===== src/shared/din_selftest_pkg.sv =====
// shared constants and carriers for the discrete input reset and self-test control
package din_selftest_pkg;
  localparam int unsigned NUM_CH = 8;
  localparam int unsigned CFG_W = 9;
  localparam int unsigned SELFTEST_BIT = 8;
  localparam int unsigned CLK_MHZ = 100;
  localparam int unsigned POR_DELAY_US = 200;
  localparam int unsigned POR_DELAY_CYC = POR_DELAY_US * CLK_MHZ;
  localparam int unsigned SAG_US = 9;
  localparam int unsigned SAG_CYC = SAG_US * CLK_MHZ;
  localparam logic [CFG_W-1:0] CFG_RESET = 9'h000;
  localparam logic [NUM_CH-1:0] SAMPLE_RESET = 8'h00;
  localparam logic [1:0] SYNC_RESET = 2'h0;

  // per-channel front end controls
  typedef struct packed {
    logic [NUM_CH-1:0] pull_up_en;
    logic [NUM_CH-1:0] pull_down_en;
    logic [NUM_CH-1:0] stim_en;
    logic [NUM_CH-1:0] stim_val;
  } front_end_ctrl_t;

  // raw serial pins, asynchronous at the port and also held in the synchroniser stages
  typedef struct packed {
    logic sclk;
    logic cs_n;
    logic sel_data;
    logic serial_in;
  } spi_pins_t;
endpackage : din_selftest_pkg


===== src/hw/por_sequencer.sv =====
// power-on reset delay and supply sag detector
module por_sequencer
  import din_selftest_pkg::*;
#(
  parameter int unsigned DELAY_CYC = POR_DELAY_CYC,
  parameter int unsigned SAG_CYCLES = SAG_CYC
) (
  // clock and reset
  input wire logic clk,
  input wire logic reset,
  // supply monitor level, high while logic supply is below the sag threshold
  input wire logic supply_low,
  // active while the internal reset is held
  output logic por_active
);
  import din_selftest_pkg::*;

  typedef struct packed {
    logic [1:0] low_sync;
    logic [31:0] delay_cnt;
    logic [31:0] sag_cnt;
    logic active;
  } por_state_t;

  por_state_t s_q, s_d;

  always_comb begin
    s_d = s_q;
    s_d.low_sync = {s_q.low_sync[0], supply_low};
    if (s_q.low_sync[1]) begin
      // only a sustained sag rearms the reset; short dips are ridden through
      if (s_q.sag_cnt < SAG_CYCLES - 1) begin
        s_d.sag_cnt = s_q.sag_cnt + 32'h1;
      end else begin
        s_d.active = 1'b1;
        s_d.delay_cnt = 32'h0;
      end
    end else begin
      s_d.sag_cnt = 32'h0;
      if (s_q.active) begin
        if (s_q.delay_cnt < DELAY_CYC - 1) begin
          s_d.delay_cnt = s_q.delay_cnt + 32'h1;
        end else begin
          s_d.active = 1'b0;
        end
      end
    end
  end

  always_ff @(posedge clk) begin
    if (reset) begin
      s_q <= '{low_sync: SYNC_RESET, delay_cnt: 32'h0, sag_cnt: 32'h0, active: 1'b1};
    end else begin
      s_q <= s_d;
    end
  end

  assign por_active = s_q.active;

  chk_por_holds: assert property (@(posedge clk) disable iff (reset)
    $fell(s_q.active) |-> $past(s_q.delay_cnt) == DELAY_CYC - 1)
    else $error("reset released before delay expired");
  chk_sag_rearm: assert property (@(posedge clk) disable iff (reset)
    $rose(s_q.active) |-> $past(s_q.low_sync[1]))
    else $error("reset rearmed without supply sag");
endmodule : por_sequencer


===== src/hw/din_selftest_ctrl.sv =====
// serial configuration, sampling, power-up high impedance and self-test control
// Functional notes
// - at power-on every front end is high impedance, no pull-up or pull-down
// - high impedance until first configuration latch, then pulls follow config bits
// - internal reset lasts about 200us; configuration writes ignored meanwhile
// - supply sag reasserts reset, clears config and sample, front ends high impedance
// - configuration bit 8 set selects self-test, clear selects normal operation
// - in self-test each config bit drives its channel comparator stimulus
// - in self-test all pull-up and pull-down switches are off
// - nine-bit config shift register shifts serial in at low bit on clock rise
// - chip select rise with config selected copies shift register into config latch
// - latched zero gives supply/open with pull-down, one gives ground/open with pull-up
// - chip select fall with data selected loads eight comparator outputs into sample
module din_selftest_ctrl
  import din_selftest_pkg::*;
#(
  parameter int unsigned DELAY_CYC = POR_DELAY_CYC,
  parameter int unsigned SAG_CYCLES = SAG_CYC
) (
  // clock and reset
  input wire logic clk,
  input wire logic reset,
  // supply monitor
  input wire logic supply_low,
  // serial link pins, asynchronous to clk
  input wire din_selftest_pkg::spi_pins_t pins,
  output logic serial_out,
  output logic serial_out_oe,
  // comparator results from the analog front ends
  input wire logic [NUM_CH-1:0] comparator_out,
  // front end controls
  output din_selftest_pkg::front_end_ctrl_t input_front_end,
  // status
  output logic configured,
  output logic selftest_active
);
  import din_selftest_pkg::*;

  typedef struct packed {
    spi_pins_t sync1;
    spi_pins_t sync2;
    spi_pins_t prev;
    logic [CFG_W-1:0] config_shift_reg;
    logic [CFG_W-1:0] config_latch;
    logic [NUM_CH-1:0] input_sample_reg;
    logic [NUM_CH-1:0] cmp_sync1;
    logic [NUM_CH-1:0] cmp_sync2;
    logic configured;
    logic sout;
    logic sout_oe;
    front_end_ctrl_t fe;
  } ctrl_state_t;

  // edge history starts at the idle pin levels: chip select high, clock low,
  // so the first cycle after reset cannot see a false chip select rise
  localparam spi_pins_t PINS_IDLE = '{sclk: 1'b0, cs_n: 1'b1, sel_data: 1'b0, serial_in: 1'b0};
  localparam ctrl_state_t CTRL_RESET = '{sync1: PINS_IDLE, sync2: PINS_IDLE, prev: PINS_IDLE, default: '0};

  ctrl_state_t s_q, s_d;
  logic por_active;

  // reset delay and sag filter; supply_low is synchronised inside
  por_sequencer #(
    .DELAY_CYC(DELAY_CYC),
    .SAG_CYCLES(SAG_CYCLES)
  ) u_por (
    .clk(clk),
    .reset(reset),
    .supply_low(supply_low),
    .por_active(por_active)
  );

  // front end drive from the latched configuration only
  function automatic front_end_ctrl_t fe_drive(input logic [CFG_W-1:0] cl, input logic cfg_done);
    front_end_ctrl_t f;
    logic test;
    test = cl[SELFTEST_BIT];
    f.stim_en = test ? {NUM_CH{1'b1}} : {NUM_CH{1'b0}};
    f.stim_val = test ? cl[NUM_CH-1:0] : {NUM_CH{1'b0}};
    if (!cfg_done || test) begin
      f.pull_up_en = {NUM_CH{1'b0}};
      f.pull_down_en = {NUM_CH{1'b0}};
    end else begin
      f.pull_up_en = cl[NUM_CH-1:0];
      f.pull_down_en = ~cl[NUM_CH-1:0];
    end
    return f;
  endfunction : fe_drive

  // edges are found on the synchronised copy against the one before it
  function automatic logic rise_of(input logic cur, input logic old);
    return cur & ~old;
  endfunction : rise_of

  logic sclk_rise, cs_rise, cs_fall;
  assign sclk_rise = rise_of(s_q.sync2.sclk, s_q.prev.sclk);
  assign cs_rise = rise_of(s_q.sync2.cs_n, s_q.prev.cs_n);
  assign cs_fall = rise_of(s_q.prev.cs_n, s_q.sync2.cs_n);

  always_comb begin
    s_d = s_q;
    s_d.sync1 = pins;
    s_d.sync2 = s_q.sync1;
    s_d.prev = s_q.sync2;
    s_d.cmp_sync1 = comparator_out;
    s_d.cmp_sync2 = s_q.cmp_sync1;
    if (por_active) begin
      // hold config, sample and configured flag cleared; writes during the delay are dropped
      s_d.config_shift_reg = CFG_RESET;
      s_d.config_latch = CFG_RESET;
      s_d.input_sample_reg = SAMPLE_RESET;
      s_d.configured = 1'b0;
    end else if (!s_q.sync2.cs_n) begin
      // an sclk rise in the load cycle is lost; the host keeps sclk low around the cs fall
      if (cs_fall && s_q.sync2.sel_data) begin
        s_d.input_sample_reg = s_q.cmp_sync2;
      end else if (sclk_rise) begin
        // the sample register takes serial_in as well, so devices can be chained
        if (s_q.sync2.sel_data) begin
          s_d.input_sample_reg = {s_q.input_sample_reg[NUM_CH-2:0], s_q.sync2.serial_in};
        end else begin
          s_d.config_shift_reg = {s_q.config_shift_reg[CFG_W-2:0], s_q.sync2.serial_in};
        end
      end
    end else if (cs_rise && !s_q.sync2.sel_data) begin
      // only the chip select rise copies, so a half-shifted self-test bit never acts
      s_d.config_latch = s_q.config_shift_reg;
      s_d.configured = 1'b1;
    end
    // output shows msb of the selected register; three cycles of lag versus the pin clock
    s_d.sout_oe = ~s_q.sync2.cs_n;
    s_d.sout = s_q.sync2.sel_data ? s_d.input_sample_reg[NUM_CH-1] : s_d.config_shift_reg[CFG_W-1];
    s_d.fe = fe_drive(s_d.config_latch, s_d.configured);
  end

  always_ff @(posedge clk) begin
    if (reset) begin
      s_q <= CTRL_RESET;
    end else begin
      s_q <= s_d;
    end
  end

  assign serial_out = s_q.sout;
  assign serial_out_oe = s_q.sout_oe;
  assign input_front_end = s_q.fe;
  assign configured = s_q.configured;
  assign selftest_active = s_q.fe.stim_en[0];

  // checks on the registered state, all sampled on clk
  chk_hiz_unconfig: assert property (@(posedge clk) disable iff (reset)
    !s_q.configured |-> (s_q.fe.pull_up_en == '0 && s_q.fe.pull_down_en == '0))
    else $error("pulls enabled before configuration");
  chk_por_clears: assert property (@(posedge clk) disable iff (reset)
    $past(por_active) |-> (s_q.config_latch == CFG_RESET && s_q.input_sample_reg == SAMPLE_RESET))
    else $error("registers not cleared under reset");
  chk_test_pulls_off: assert property (@(posedge clk) disable iff (reset)
    s_q.config_latch[SELFTEST_BIT] |-> (s_q.fe.pull_up_en == '0 && s_q.fe.pull_down_en == '0))
    else $error("pulls on in self-test");
  chk_test_stimulus: assert property (@(posedge clk) disable iff (reset)
    s_q.config_latch[SELFTEST_BIT] |-> s_q.fe.stim_val == s_q.config_latch[NUM_CH-1:0])
    else $error("stimulus does not follow config");
  chk_latch_copy: assert property (@(posedge clk) disable iff (reset)
    (cs_rise && !s_q.sync2.sel_data && !por_active) |=> s_q.config_latch == $past(s_q.config_shift_reg))
    else $error("latch missed shift register");
  chk_pull_map: assert property (@(posedge clk) disable iff (reset)
    (s_q.configured && !s_q.config_latch[SELFTEST_BIT]) |->
      (s_q.fe.pull_up_en == s_q.config_latch[NUM_CH-1:0] && s_q.fe.pull_down_en == ~s_q.config_latch[NUM_CH-1:0]))
    else $error("pull mapping wrong");
  chk_sample_load: assert property (@(posedge clk) disable iff (reset)
    (cs_fall && s_q.sync2.sel_data && !por_active) |=> s_q.input_sample_reg == $past(s_q.cmp_sync2))
    else $error("sample not loaded");
  chk_shift_in: assert property (@(posedge clk) disable iff (reset)
    (sclk_rise && !s_q.sync2.cs_n && !s_q.sync2.sel_data && !cs_fall && !por_active) |=>
      s_q.config_shift_reg[0] == $past(s_q.sync2.serial_in))
    else $error("shift register did not take serial in");
  chk_no_early_test: assert property (@(posedge clk) disable iff (reset)
    $rose(s_q.fe.stim_en[0]) |-> $past(cs_rise))
    else $error("self-test started without latch");

  // quiet periods: registers hold unless their own event or the internal reset comes; the synchroniser stages step every cycle
  chk_hiz_por: assert property (@(posedge clk) disable iff (reset)
    por_active |=> (s_q.fe.pull_up_en == '0 && s_q.fe.pull_down_en == '0))
    else $error("pulls enabled during internal reset");
  chk_shift_refused: assert property (@(posedge clk) disable iff (reset)
    por_active |=> s_q.config_shift_reg == CFG_RESET)
    else $error("shift register took data during internal reset");
  chk_normal_quiet: assert property (@(posedge clk) disable iff (reset)
    !s_q.config_latch[SELFTEST_BIT] |-> (s_q.fe.stim_en == '0 && s_q.fe.stim_val == '0))
    else $error("stimulus active in normal mode");
  chk_test_enable: assert property (@(posedge clk) disable iff (reset)
    s_q.config_latch[SELFTEST_BIT] |-> s_q.fe.stim_en == {NUM_CH{1'b1}})
    else $error("stimulus not enabled in self-test");
  chk_latch_steady: assert property (@(posedge clk) disable iff (reset)
    (!cs_rise && !por_active) |=> $stable(s_q.config_latch))
    else $error("latch changed without chip select rise");
  chk_fe_steady: assert property (@(posedge clk) disable iff (reset)
    (!cs_rise && !por_active) |=> $stable(s_q.fe))
    else $error("front end changed without latch");
  chk_cfg_set: assert property (@(posedge clk) disable iff (reset)
    (cs_rise && !s_q.sync2.sel_data && !por_active) |=> s_q.configured)
    else $error("configured flag not set by latch");
  chk_cfg_cleared: assert property (@(posedge clk) disable iff (reset)
    $fell(s_q.configured) |-> $past(por_active))
    else $error("configured flag cleared without reset");
  chk_shift_idle: assert property (@(posedge clk) disable iff (reset)
    (s_q.sync2.cs_n && !por_active) |=> $stable(s_q.config_shift_reg))
    else $error("shift register moved while deselected");
  chk_sample_idle: assert property (@(posedge clk) disable iff (reset)
    (s_q.sync2.cs_n && !por_active) |=> $stable(s_q.input_sample_reg))
    else $error("sample register moved while deselected");
  chk_sample_shift: assert property (@(posedge clk) disable iff (reset)
    (sclk_rise && !s_q.sync2.cs_n && s_q.sync2.sel_data && !cs_fall && !por_active) |=>
      s_q.input_sample_reg[0] == $past(s_q.sync2.serial_in))
    else $error("sample register did not take serial in");
  chk_oe_follows_cs: assert property (@(posedge clk) disable iff (reset)
    s_q.sout_oe == !$past(s_q.sync2.cs_n))
    else $error("output enable does not follow chip select");
  chk_pin_sync: assert property (@(posedge clk) disable iff (reset)
    s_q.sync2 == $past(s_q.sync1))
    else $error("pin synchroniser skipped a stage");
  chk_cmp_sync: assert property (@(posedge clk) disable iff (reset)
    s_q.cmp_sync2 == $past(s_q.cmp_sync1))
    else $error("comparator synchroniser skipped a stage");
endmodule : din_selftest_ctrl


===== config.mk =====
export PLATFORM = sky130hd
export DESIGN_NAME = din_selftest_ctrl
export DESIGN_NICKNAME = d
export VERILOG_FILES = /design/src/shared/din_selftest_pkg.sv /design/src/hw/por_sequencer.sv /design/src/hw/din_selftest_ctrl.sv
export SDC_FILE = /design/constraint.sdc
export NUM_CORES = 1
export LEC_CHECK = 0
export ABC_AREA = 1
export BUFFER_PORTS_ARGS = -buffer_cell sky130_fd_sc_hd__buf_4
export CORE_ASPECT_RATIO = 1.25
export CORE_MARGIN = 2
export CORE_UTILIZATION = 45
export CTS_BUF_LIST = sky130_fd_sc_hd__clkbuf_4 sky130_fd_sc_hd__clkbuf_8
export DETAILED_ROUTE_END_ITERATION = 8
export GPL_TIMING_DRIVEN = 0
export PLACE_DENSITY_LB_ADDON = 0.1
export RECOVER_POWER = 50
export SLEW_MARGIN = 40
export SYNTH_ARGS = -nofsm -noshare
export SYNTH_HDL_FRONTEND = slang
export SYNTH_HIERARCHICAL = 1
export SYNTH_SLANG_ARGS = --single-unit

===== constraint.sdc =====
create_clock -name clk -period 2.1 [get_ports clk]
set_input_delay 0.21 -clock clk [delete_from_list [all_inputs] [get_ports clk]]
set_output_delay 0.21 -clock clk [all_outputs]
set_load 0.1 [all_outputs]

Word level (Yosys, flattened, before mapping)
Cells that the tools add are included.
{ "totals": {"output_inout_bits": 36, "wordCells": 84, "input_bits": 15, "regBits": 154} }
{ "classes": {"n_addsub": 2, "n_bitwise": 11, "n_mux": 24, "order_cmp": 2, "eq_ne": 1, "n_reduce_logical": 16} }
{ "op_table": {"columns": ["operator", "n"], "rows": [
  ["2-to-1 mux 32 bit", 4],
  ["2-to-1 mux 65 bit", 1],
  ["adder 32 x 1 -> 32 bit (second input constant)", 2],
  ["2-to-1 mux 9 bit", 6],
  ["2-to-1 mux 8 bit", 5],
  ["< comparator 32 x 10 -> 1 bit (second input constant)", 1],
  ["< comparator 32 x 15 -> 1 bit (second input constant)", 1],
  ["2-to-1 mux 26 bit", 1],
  ["inverter 8 bit", 1],
  ["nonzero test 2 bit", 4],
  ["OR reduction 2 bit", 4],
  ["2-to-1 mux 1 bit", 7],
  ["inverter 1 bit", 7],
  ["AND reduction 3 bit", 2],
  ["AND reduction 4 bit", 1],
  ["bitwise AND 1 bit", 3],
  ["logical AND 1 bit", 2],
  ["logical NOT 1 bit", 2],
  ["!= test 2 bit (second input constant)", 1],
  ["logical OR 1 bit", 1]
]} }

Logic depth before layout (Yosys ltp)
Gate-level depths: netlist of run 1.
{ "depth": {"word_depth": 9, "depth_mapped": 12, "mapped_depth_nobuf": 11} }

Cells and area by module
Netlist of run 1, hierarchy kept.
{ "modules_own_cells": {"columns": ["mod", "cells_each", "area_each_um2", "n_inst"], "rows": [
  ["por_sequencer", 387, 2896.5, 1],
  ["din_selftest_ctrl", 339, 2852.7, 1]
]} }

Least setup slack after synthesis of run 1
No wires, ideal clock.
{ "synth_timing": {"path_kind": "flip-flop to flip-flop", "startpoint": "register input_front_end[14] (netlist name)", "endpoint": "register s_q (netlist bit input_front_end[26])", "setup_ns": 0.114, "path_stages_with_launch": 7, "synth_period_minus_slack_ns": 1.721, "path_slack_ns": 0.379, "path_buffers": 1, "t_required_ns": 1.986, "arrival_ns": 1.607, "cell_sequence": "dfxtp_1 -> inv_1 -> nand2_1 -> nand2_2 -> nand2_4 -> buf_6 -> nor2_1"} }
{ "synth_lines": {"columns": ["item", "line", "text"], "rows": [
  ["to (signal assigned)", "din_selftest_ctrl.sv:138", "s_q <= CTRL_RESET;"],
  ["to (signal assigned)", "din_selftest_ctrl.sv:140", "s_q <= s_d;"],
  ["to (decl)", "din_selftest_ctrl.sv:59", "ctrl_state_t s_q, s_d;"]
]} }

Final worst setup path of run 1
{ "layout_timing": {"startpoint": "input reset", "endpoint": "register s_q (netlist bit s_d[42])"} }
{ "layout_lines": {"columns": ["item", "line", "text"], "rows": [
  ["from (decl)", "din_selftest_ctrl.sv:22", "input wire logic reset,"]
]} }
No word-level cell between the ends.

==> results of run 1 <==
-- path summary, 6_finish.rpt --
check / from / endpoint / slack [ns] / depth (start not counted)
min reg2reg: s_d[81] / s_d[77] / 0.40 / 2
min: s_d[81] / s_d[77] / 0.40 / 2
max reg2reg: u_por/s_q[33] / u_por/s_q[43] / 0.35 / 11
max: reset / s_d[42] / 0.32 / 5
-- worst reg2reg max path: stages (launching register included) --
cell and delay (ns):
dfxtp_1 0.44, ha_1 0.25, nand2_2 0.09, nor2_2 0.13, inv_1 0.06, nand2_2 0.06
nand2_2 0.06, nand3_4 0.14, nand2_8 0.10, buf_6 0.16, nand2_1 0.06, a21oi_1 0.06
-- cell type report --
class / count / share of cell area [%]
Buffer: 55 / 5.72
Clock buffer: 19 / 3.73
Clock inverter: 13 / 3.05
Inverter: 88 / 4.95
Multi-Input combinational cell: 437 / 30.4
Sequential cell: 146 / 42.7
Tap cell: 168 / 3.07
Timing Repair Buffer: 64 / 6.45
-- per-stage QoR --
step           setup slack [ns]  instance area, um2  util, %  hold slack (ns)
4_1_cts                   0.344                6940     55.1            0.403
5_1_grt                   0.171                6850     54.3            0.420
2_1_floorplan             0.379                5750        -            0.281
3_3_place_gp              0.370                6330     50.3            0.390
6_report                  0.321                6850     54.3            0.404
3_5_place_dp              0.360                6330     50.3            0.396
-- repair_timing --
item / in CTS / in global routing
endpoints found under the hold margin: 14 / 0
hold buffers: 14 / 0
setup endpoints to repair: 0 / 0
-- cells in the final DEF, fill, tap and decap left out, types with 8 or more instances in the layout --
master         netlist  layout
dfxtp_1            146     146
nand2_1             91      92
nand2_2             15      15
xor2_1              10      10
nand3_1             41      42
clkbuf_1            11      12
nor2_2              15      14
clkbuf_8             0      18
inv_1               85      85
nor2_1             173     174
dlygate4sd3_1        0      14
clkbuf_2             0      28
buf_4               34      55
o21ai_0             16      16
a31oi_1              8       8
a21oi_1             29      29
-- state kept, by name, indices dropped and copies added, names as in the netlist --
| name | count |
|---|---|
| u_por/por_active | 1 |
| u_por/s_q | 65 |
| s_d | 16 |
| configured | 1 |
| serial_out | 1 |
| serial_out_oe | 1 |
| s_q | 35 |
| u_por/s_d | 1 |
| input_front_end | 25 |
-- power by group --
group | switching [mW] | leakage (nW) | internal (mW) | total, mW
combinational | 0.142 | 1.44 | 0.0913 | 0.233
clock | 1.03 | 0.225 | 1.46 | 2.49
sequential | 0.0215 | 1.18 | 2.80 | 2.82
-- cell families after synthesis --
kind of cell	count (synthesis)
simple gates	361
flops	146
buf+inv	143
compound gates	60
xor+xnor	14
fa+ha+maj	2
-- routing by layer --
| metal | global-route usage, % | vias up |
|---|---|---|
| li1 | - | 2369 |
| met1 | 16.7 | 2038 |
| met2 | 29.7 | 73 |
| met3 | 4.37 | 22 |
| met4 | 7.45 | 0 |
| met5 | 0 | - |
==> impl_metrics.py, run 1 <==
metrics = {
    "status": {
        "outcome": "completed",
    },
    "detailed_routing": {
        "routed_wl_um": 10500,
        "viasPerCell": 4.55,
        "routed-via-count": 4502,
        "ant_nets": 0,
        "dr.max_layer_used": "met4",
        "dr.first_iter.drc_count": 116,
        "wl_per_cell_um": 10.6,
        "drcViolationCount": 0,
        "wl_met2_um": 5340,
        "drtPass1Iterations": 4,
        "met3WireLength_um": 363,
        "met1Wirelength_um": 4520,
    },
    "sta": {
        "fmax_ghz": 0.562,
        "fin_crit_ns": 1.78,
        "skew_ns": 0.0112,
        "timing.final.crit_share_pct": 84.7,
        "setup_tns_ns": 0,
        "rsz0062_at_grt": "no",
        "worst_pin_slew_ns": 0.594,
        "hold_viol": 0,
        "slew_viol_final": 0,
        "relSlewSlack_pct": 60.4,
        "finalSetupViolations": 0,
    },
    "setup_path": {
        "cp_slowest_cell": "dlygate4sd3_1",
        "path_buf_inv": 4,
        "startpoint_type": "input port",
        "path_common_cell": "clkbuf_1",
        "path_max_fanout": 10,
        "slowest_delay_ns": 0.52,
        "path_class": "input port to flop",
        "worst_ep_required_time_ns": 2.40,
        "crit_chain": "dlygate4sd3_1 -> clkbuf_1 -> clkbuf_1 -> buf_1 -> nor2_1",
        "critPathCaptureType": "flop",
        "cp.arrival_ns": 2.08,
        "critical-path-top-delay-family": "buffers and inverters",
    },
    "cts": {
        "postCtsSetupRepairBufs": 0,
        "cts_htree_levels": 4,
        "clkTransAtPathRegs_ns": 0.07,
        "numCtsBuffers": 17,
        "cts.sinks": 146,
        "cts_resized": 0,
        "cts_tree": "yes",
        "clk_path_buf_depth": 2,
        "clk_latency_ns": 0.44,
        "cts_root_buf": "clkbuf_8",
    },
    "logic_synthesis": {
        "synth_compound_area_share_pct": 5.98,
        "syn_nets": 743,
        "syn_area_um2": 5750,
        "syn_inst": 726,
        "seq_area_frac_synth_pct": 50.8,
        "synthXorXnorAreaFrac_pct": 2.13,
        "ys_warn_count": 6,
        "synth-edff-count": 0,
        "synthAdderAreaFrac_pct": 0.435,
        "synth-simple-area-share_pct": 27.9,
        "ys_ff_latch": 146,
        "synth_top_family_by_area": "simple AND/OR/NAND/NOR gates",
        "synthFlopType": "dfxtp_1",
        "async_flop_share_pct": 0,
        "postSynthAreaPerCell_um2": 7.92,
        "synth_cell_type_count": 36,
        "yosysMostFrequentCell": "nor2_1",
        "synthMuxAreaShare_pct": 0,
        "synth_commonest_cells": "nor2_1, dfxtp_1, nand2_1, inv_1, nand3_1",
        "synth_top_area_share_pct": 50.8,
        "synth_area_leader_cell": "dfxtp_1",
        "synth.area.top_cells": "dfxtp_1, nor2_1, nand2_1",
    },
    "grt": {
        "grt_pass1_vias": 4180,
        "antenna_found_initial": 0,
        "track_usage_pct": 15.9,
        "grt_start_max_net_pins": 17,
        "grt_pass1_wl_um": 17700,
        "grt.overflow.total": 0,
    },
    "cells_and_area": {
        "n_antenna_cell": 0,
        "fillCellCount": 1201,
        "regArea_um2": 2920,
        "multiInputGateArea_um2": 2080,
        "final_cells": 990,
        "drive_gt1_share_pct": 20.6,
        "final_nets": 826,
        "syn_to_final_growth_pct": 19.2,
    },
    "place": {
        "place.gp.congestion": 0.855,
        "port_buffers": 50,
        "hpwl_um": 7520,
        "dpl.cell_count": 944,
    },
    "power": {
        "p_per_area_nw_per_um2": 809,
        "p_total_mw": 5.54,
        "p_leak_nw": 2.85,
        "ir_worst_vdd_v": 0.000395,
    },
    "floorplanning": {
        "fp.dieW_um": 105,
        "io-pin-count": 51,
        "row_count": 46,
        "start_util_pct": 45.6,
        "fp.dieArea_um2": 13700,
        "core_area_um2": 12600,
        "die_h_um": 130,
    },
    "job": {
        "drv_cap": 0,
    },
    "min_path": {
        "hp-class": "flop to flop",
    },
}
No activity file was read; power rests on OpenSTA's default activity.
==> inputs of run 2 (changes only) <==
- clock period: 2.1 -> 1.9 ns (I/O delays scaled with it)
==> impl_metrics.py, run 2 (synthesis gave the netlist of run 1 again) <==
metrics = {
    "detailed_routing": {
        "routed_wl_um": 10500,
        "wl_per_cell_um": 10.6,
        "drtPass1Iterations": 4,
        "viasPerCell": 4.56,
        "drcViolationCount": 0,
        "ant_nets": 0,
        "dr.first_iter.drc_count": 129,
        "routed-via-count": 4512,
    },
    "setup_path": {
        "rr_endpoint": "u_por/s_q[43]",
        "worst_ep_required_time_ns": 2.21,
        "startpoint_type": "flop",
        "crit_chain": "ha_1 -> nand2_2 -> nor2_2 -> inv_1 -> nand2_2 -> nand2_2 -> nand3_4 -> nand2_8 -> buf_6 -> nand2_1 -> a21oi_1",
        "cp.arrival_ns": 2.05,
        "r2r-start": "u_por/s_q[33]",
        "critPathCaptureType": "flop",
        "regToRegSetupSlack_ns": 0.16,
        "path_common_cell": "nand2_2",
        "slowest_delay_ns": 0.44,
        "critical-path-top-delay-family": "simple AND/OR/NAND/NOR gates",
        "startpoint": "u_por/s_q[33]",
        "crit_cells": 11,
        "cp_slowest_cell": "dfxtp_1",
        "r2r_cells": 11,
        "path_class": "flop to flop",
        "endpoint": "u_por/s_q[43]",
        "path_buf_inv": 2,
        "path_max_fanout": 10,
    },
    "floorplanning": {
        "row_count": 46,
        "die_h_um": 130,
        "io-pin-count": 51,
        "fp.dieW_um": 105,
        "core_area_um2": 12600,
        "fp.dieArea_um2": 13700,
        "start_util_pct": 45.6,
    },
    "grt": {
        "grt.overflow.total": 0,
        "grt_pass1_vias": 4180,
        "grt_pass1_wl_um": 17700,
        "antenna_found_initial": 0,
        "track_usage_pct": 15.9,
        "grt_start_max_net_pins": 17,
    },
    "place": {
        "hpwl_um": 7520,
        "port_buffers": 50,
        "place_area_um2": 6330,
        "place.gp.congestion": 0.855,
        "dpl.cell_count": 944,
        "place_ws_ns": 0.160,
    },
    "cts": {
        "numCtsBuffers": 17,
        "cts_root_buf": "clkbuf_8",
        "cts_tree": "yes",
        "cts_resized": 0,
        "cts_htree_levels": 4,
        "clkTransAtPathRegs_ns": 0.08,
        "clk_path_buf_depth": 2,
        "cts.sinks": 146,
        "clk_latency_ns": 0.44,
    },
    "power": {
        "p_leak_nw": 2.86,
        "p_comb_share_pct": 4.2,
        "ir_worst_vdd_v": 0.000436,
        "p_total_mw": 6.12,
        "p_per_area_nw_per_um2": 894,
        "p_sw_mw": 1.31,
        "clkPwrFrac_pct": 44.9,
        "p_int_mw": 4.81,
        "power.share.sequential_pct": 50.9,
        "switching_share_pct": 21.4,
    },
    "cells_and_area": {
        "fin_util_pct": 54.3,
        "largest_reg_flops": 65,
        "drive_gt1_share_pct": 20.4,
        "final_nets": 826,
        "syn_to_final_growth_pct": 19.1,
        "mostFrequentLayoutCell": "nor2_1",
        "n_antenna_cell": 0,
        "final_cell_mix": "nor2_1, dfxtp_1, nand2_1",
        "final_cells": 990,
        "top_register": "u_por/s_q",
        "fillCellCount": 1202,
        "fin_area_um2": 6850,
    },
    "sta": {
        "slew_viol_final": 0,
        "fin_crit_ns": 1.74,
        "skew_ns": 0.0112,
        "setup_tns_ns": 0,
        "fmax_ghz": 0.574,
        "layout_setup_ws_ns": 0.157,
        "relSlewSlack_pct": 60.2,
        "worst_pin_slew_ns": 0.597,
        "rsz0062_at_grt": "no",
        "finalSetupViolations": 0,
        "hold_ws_ns": 0.404,
        "timing.final.crit_share_pct": 91.8,
        "hold_viol": 0,
    },
    "job": {
        "drv_cap": 0,
    },
    "status": {
        "outcome": "completed",
    },
    "min_path": {
        "hp-class": "flop to flop",
    },
}
## run 2: metal layers
metal  share of wire (%)  up-vias  GRT usage (%)
met3                 3.7       23           4.37
met5                   0        -              0
met1                  43     2035           16.7
met2                  51       86           29.7
met4                 2.5        0           7.45
li1                    -     2368              -
## run 2: layout make-up
cell class / instances / area [um2] / share of cell area, %
inverter: 88 / 338 / 4.93
timing repair buffer: 64 / 445 / 6.50
multi-input combinational: 437 / 2080 / 30.3
clock buffer: 19 / 255 / 3.73
tap: 168 / 210 / 3.07
sequential: 146 / 2920 / 42.7
buffer: 55 / 392 / 5.72
clock inverter: 13 / 209 / 3.05
## run 2: repair_timing
action,in CTS,in global routing
endpoints found under the hold margin,14,0
hold buffers,14,0
setup buffers,0,0
setup endpoints to repair,0,0
## run 2: worst min-delay path by stage
| stage | start | endpoint | slack [ns] | cells after the start |
|---|---|---|---|---|
| floorplan | reset | u_por/s_q[48] | 0.26 | 1 |
| global placement | pins[2] | s_d[83] | 0.38 | 2 |
| detailed placement | pins[2] | s_d[83] | 0.38 | 2 |
| CTS | s_d[35] | s_q[35] | 0.40 | 2 |
| global route | s_d[39] | s_q[39] | 0.42 | 2 |
| finish | s_d[81] | s_d[77] | 0.40 | 2 |
## run 2: worst reg2reg max path: stages, from the launching register on
cell	delay, ns
dfxtp_1	0.44
ha_1	0.26
nand2_2	0.09
nor2_2	0.13
inv_1	0.06
nand2_2	0.06
nand2_2	0.06
nand3_4	0.14
nand2_8	0.10
buf_6	0.16
nand2_1	0.06
a21oi_1	0.06
## run 2: power groups by stage
stage / registers (mW) / logic (mW) / clock network, mW
2_1_floorplan: 3.19 / 0.163 / 0
3_3_place_gp: 3.19 / 0.237 / 0
3_5_place_dp: 3.19 / 0.240 / 0
4_1_cts: 3.12 / 0.264 / 2.82
5_1_grt: 3.12 / 0.288 / 2.94
6_report: 3.12 / 0.257 / 2.75
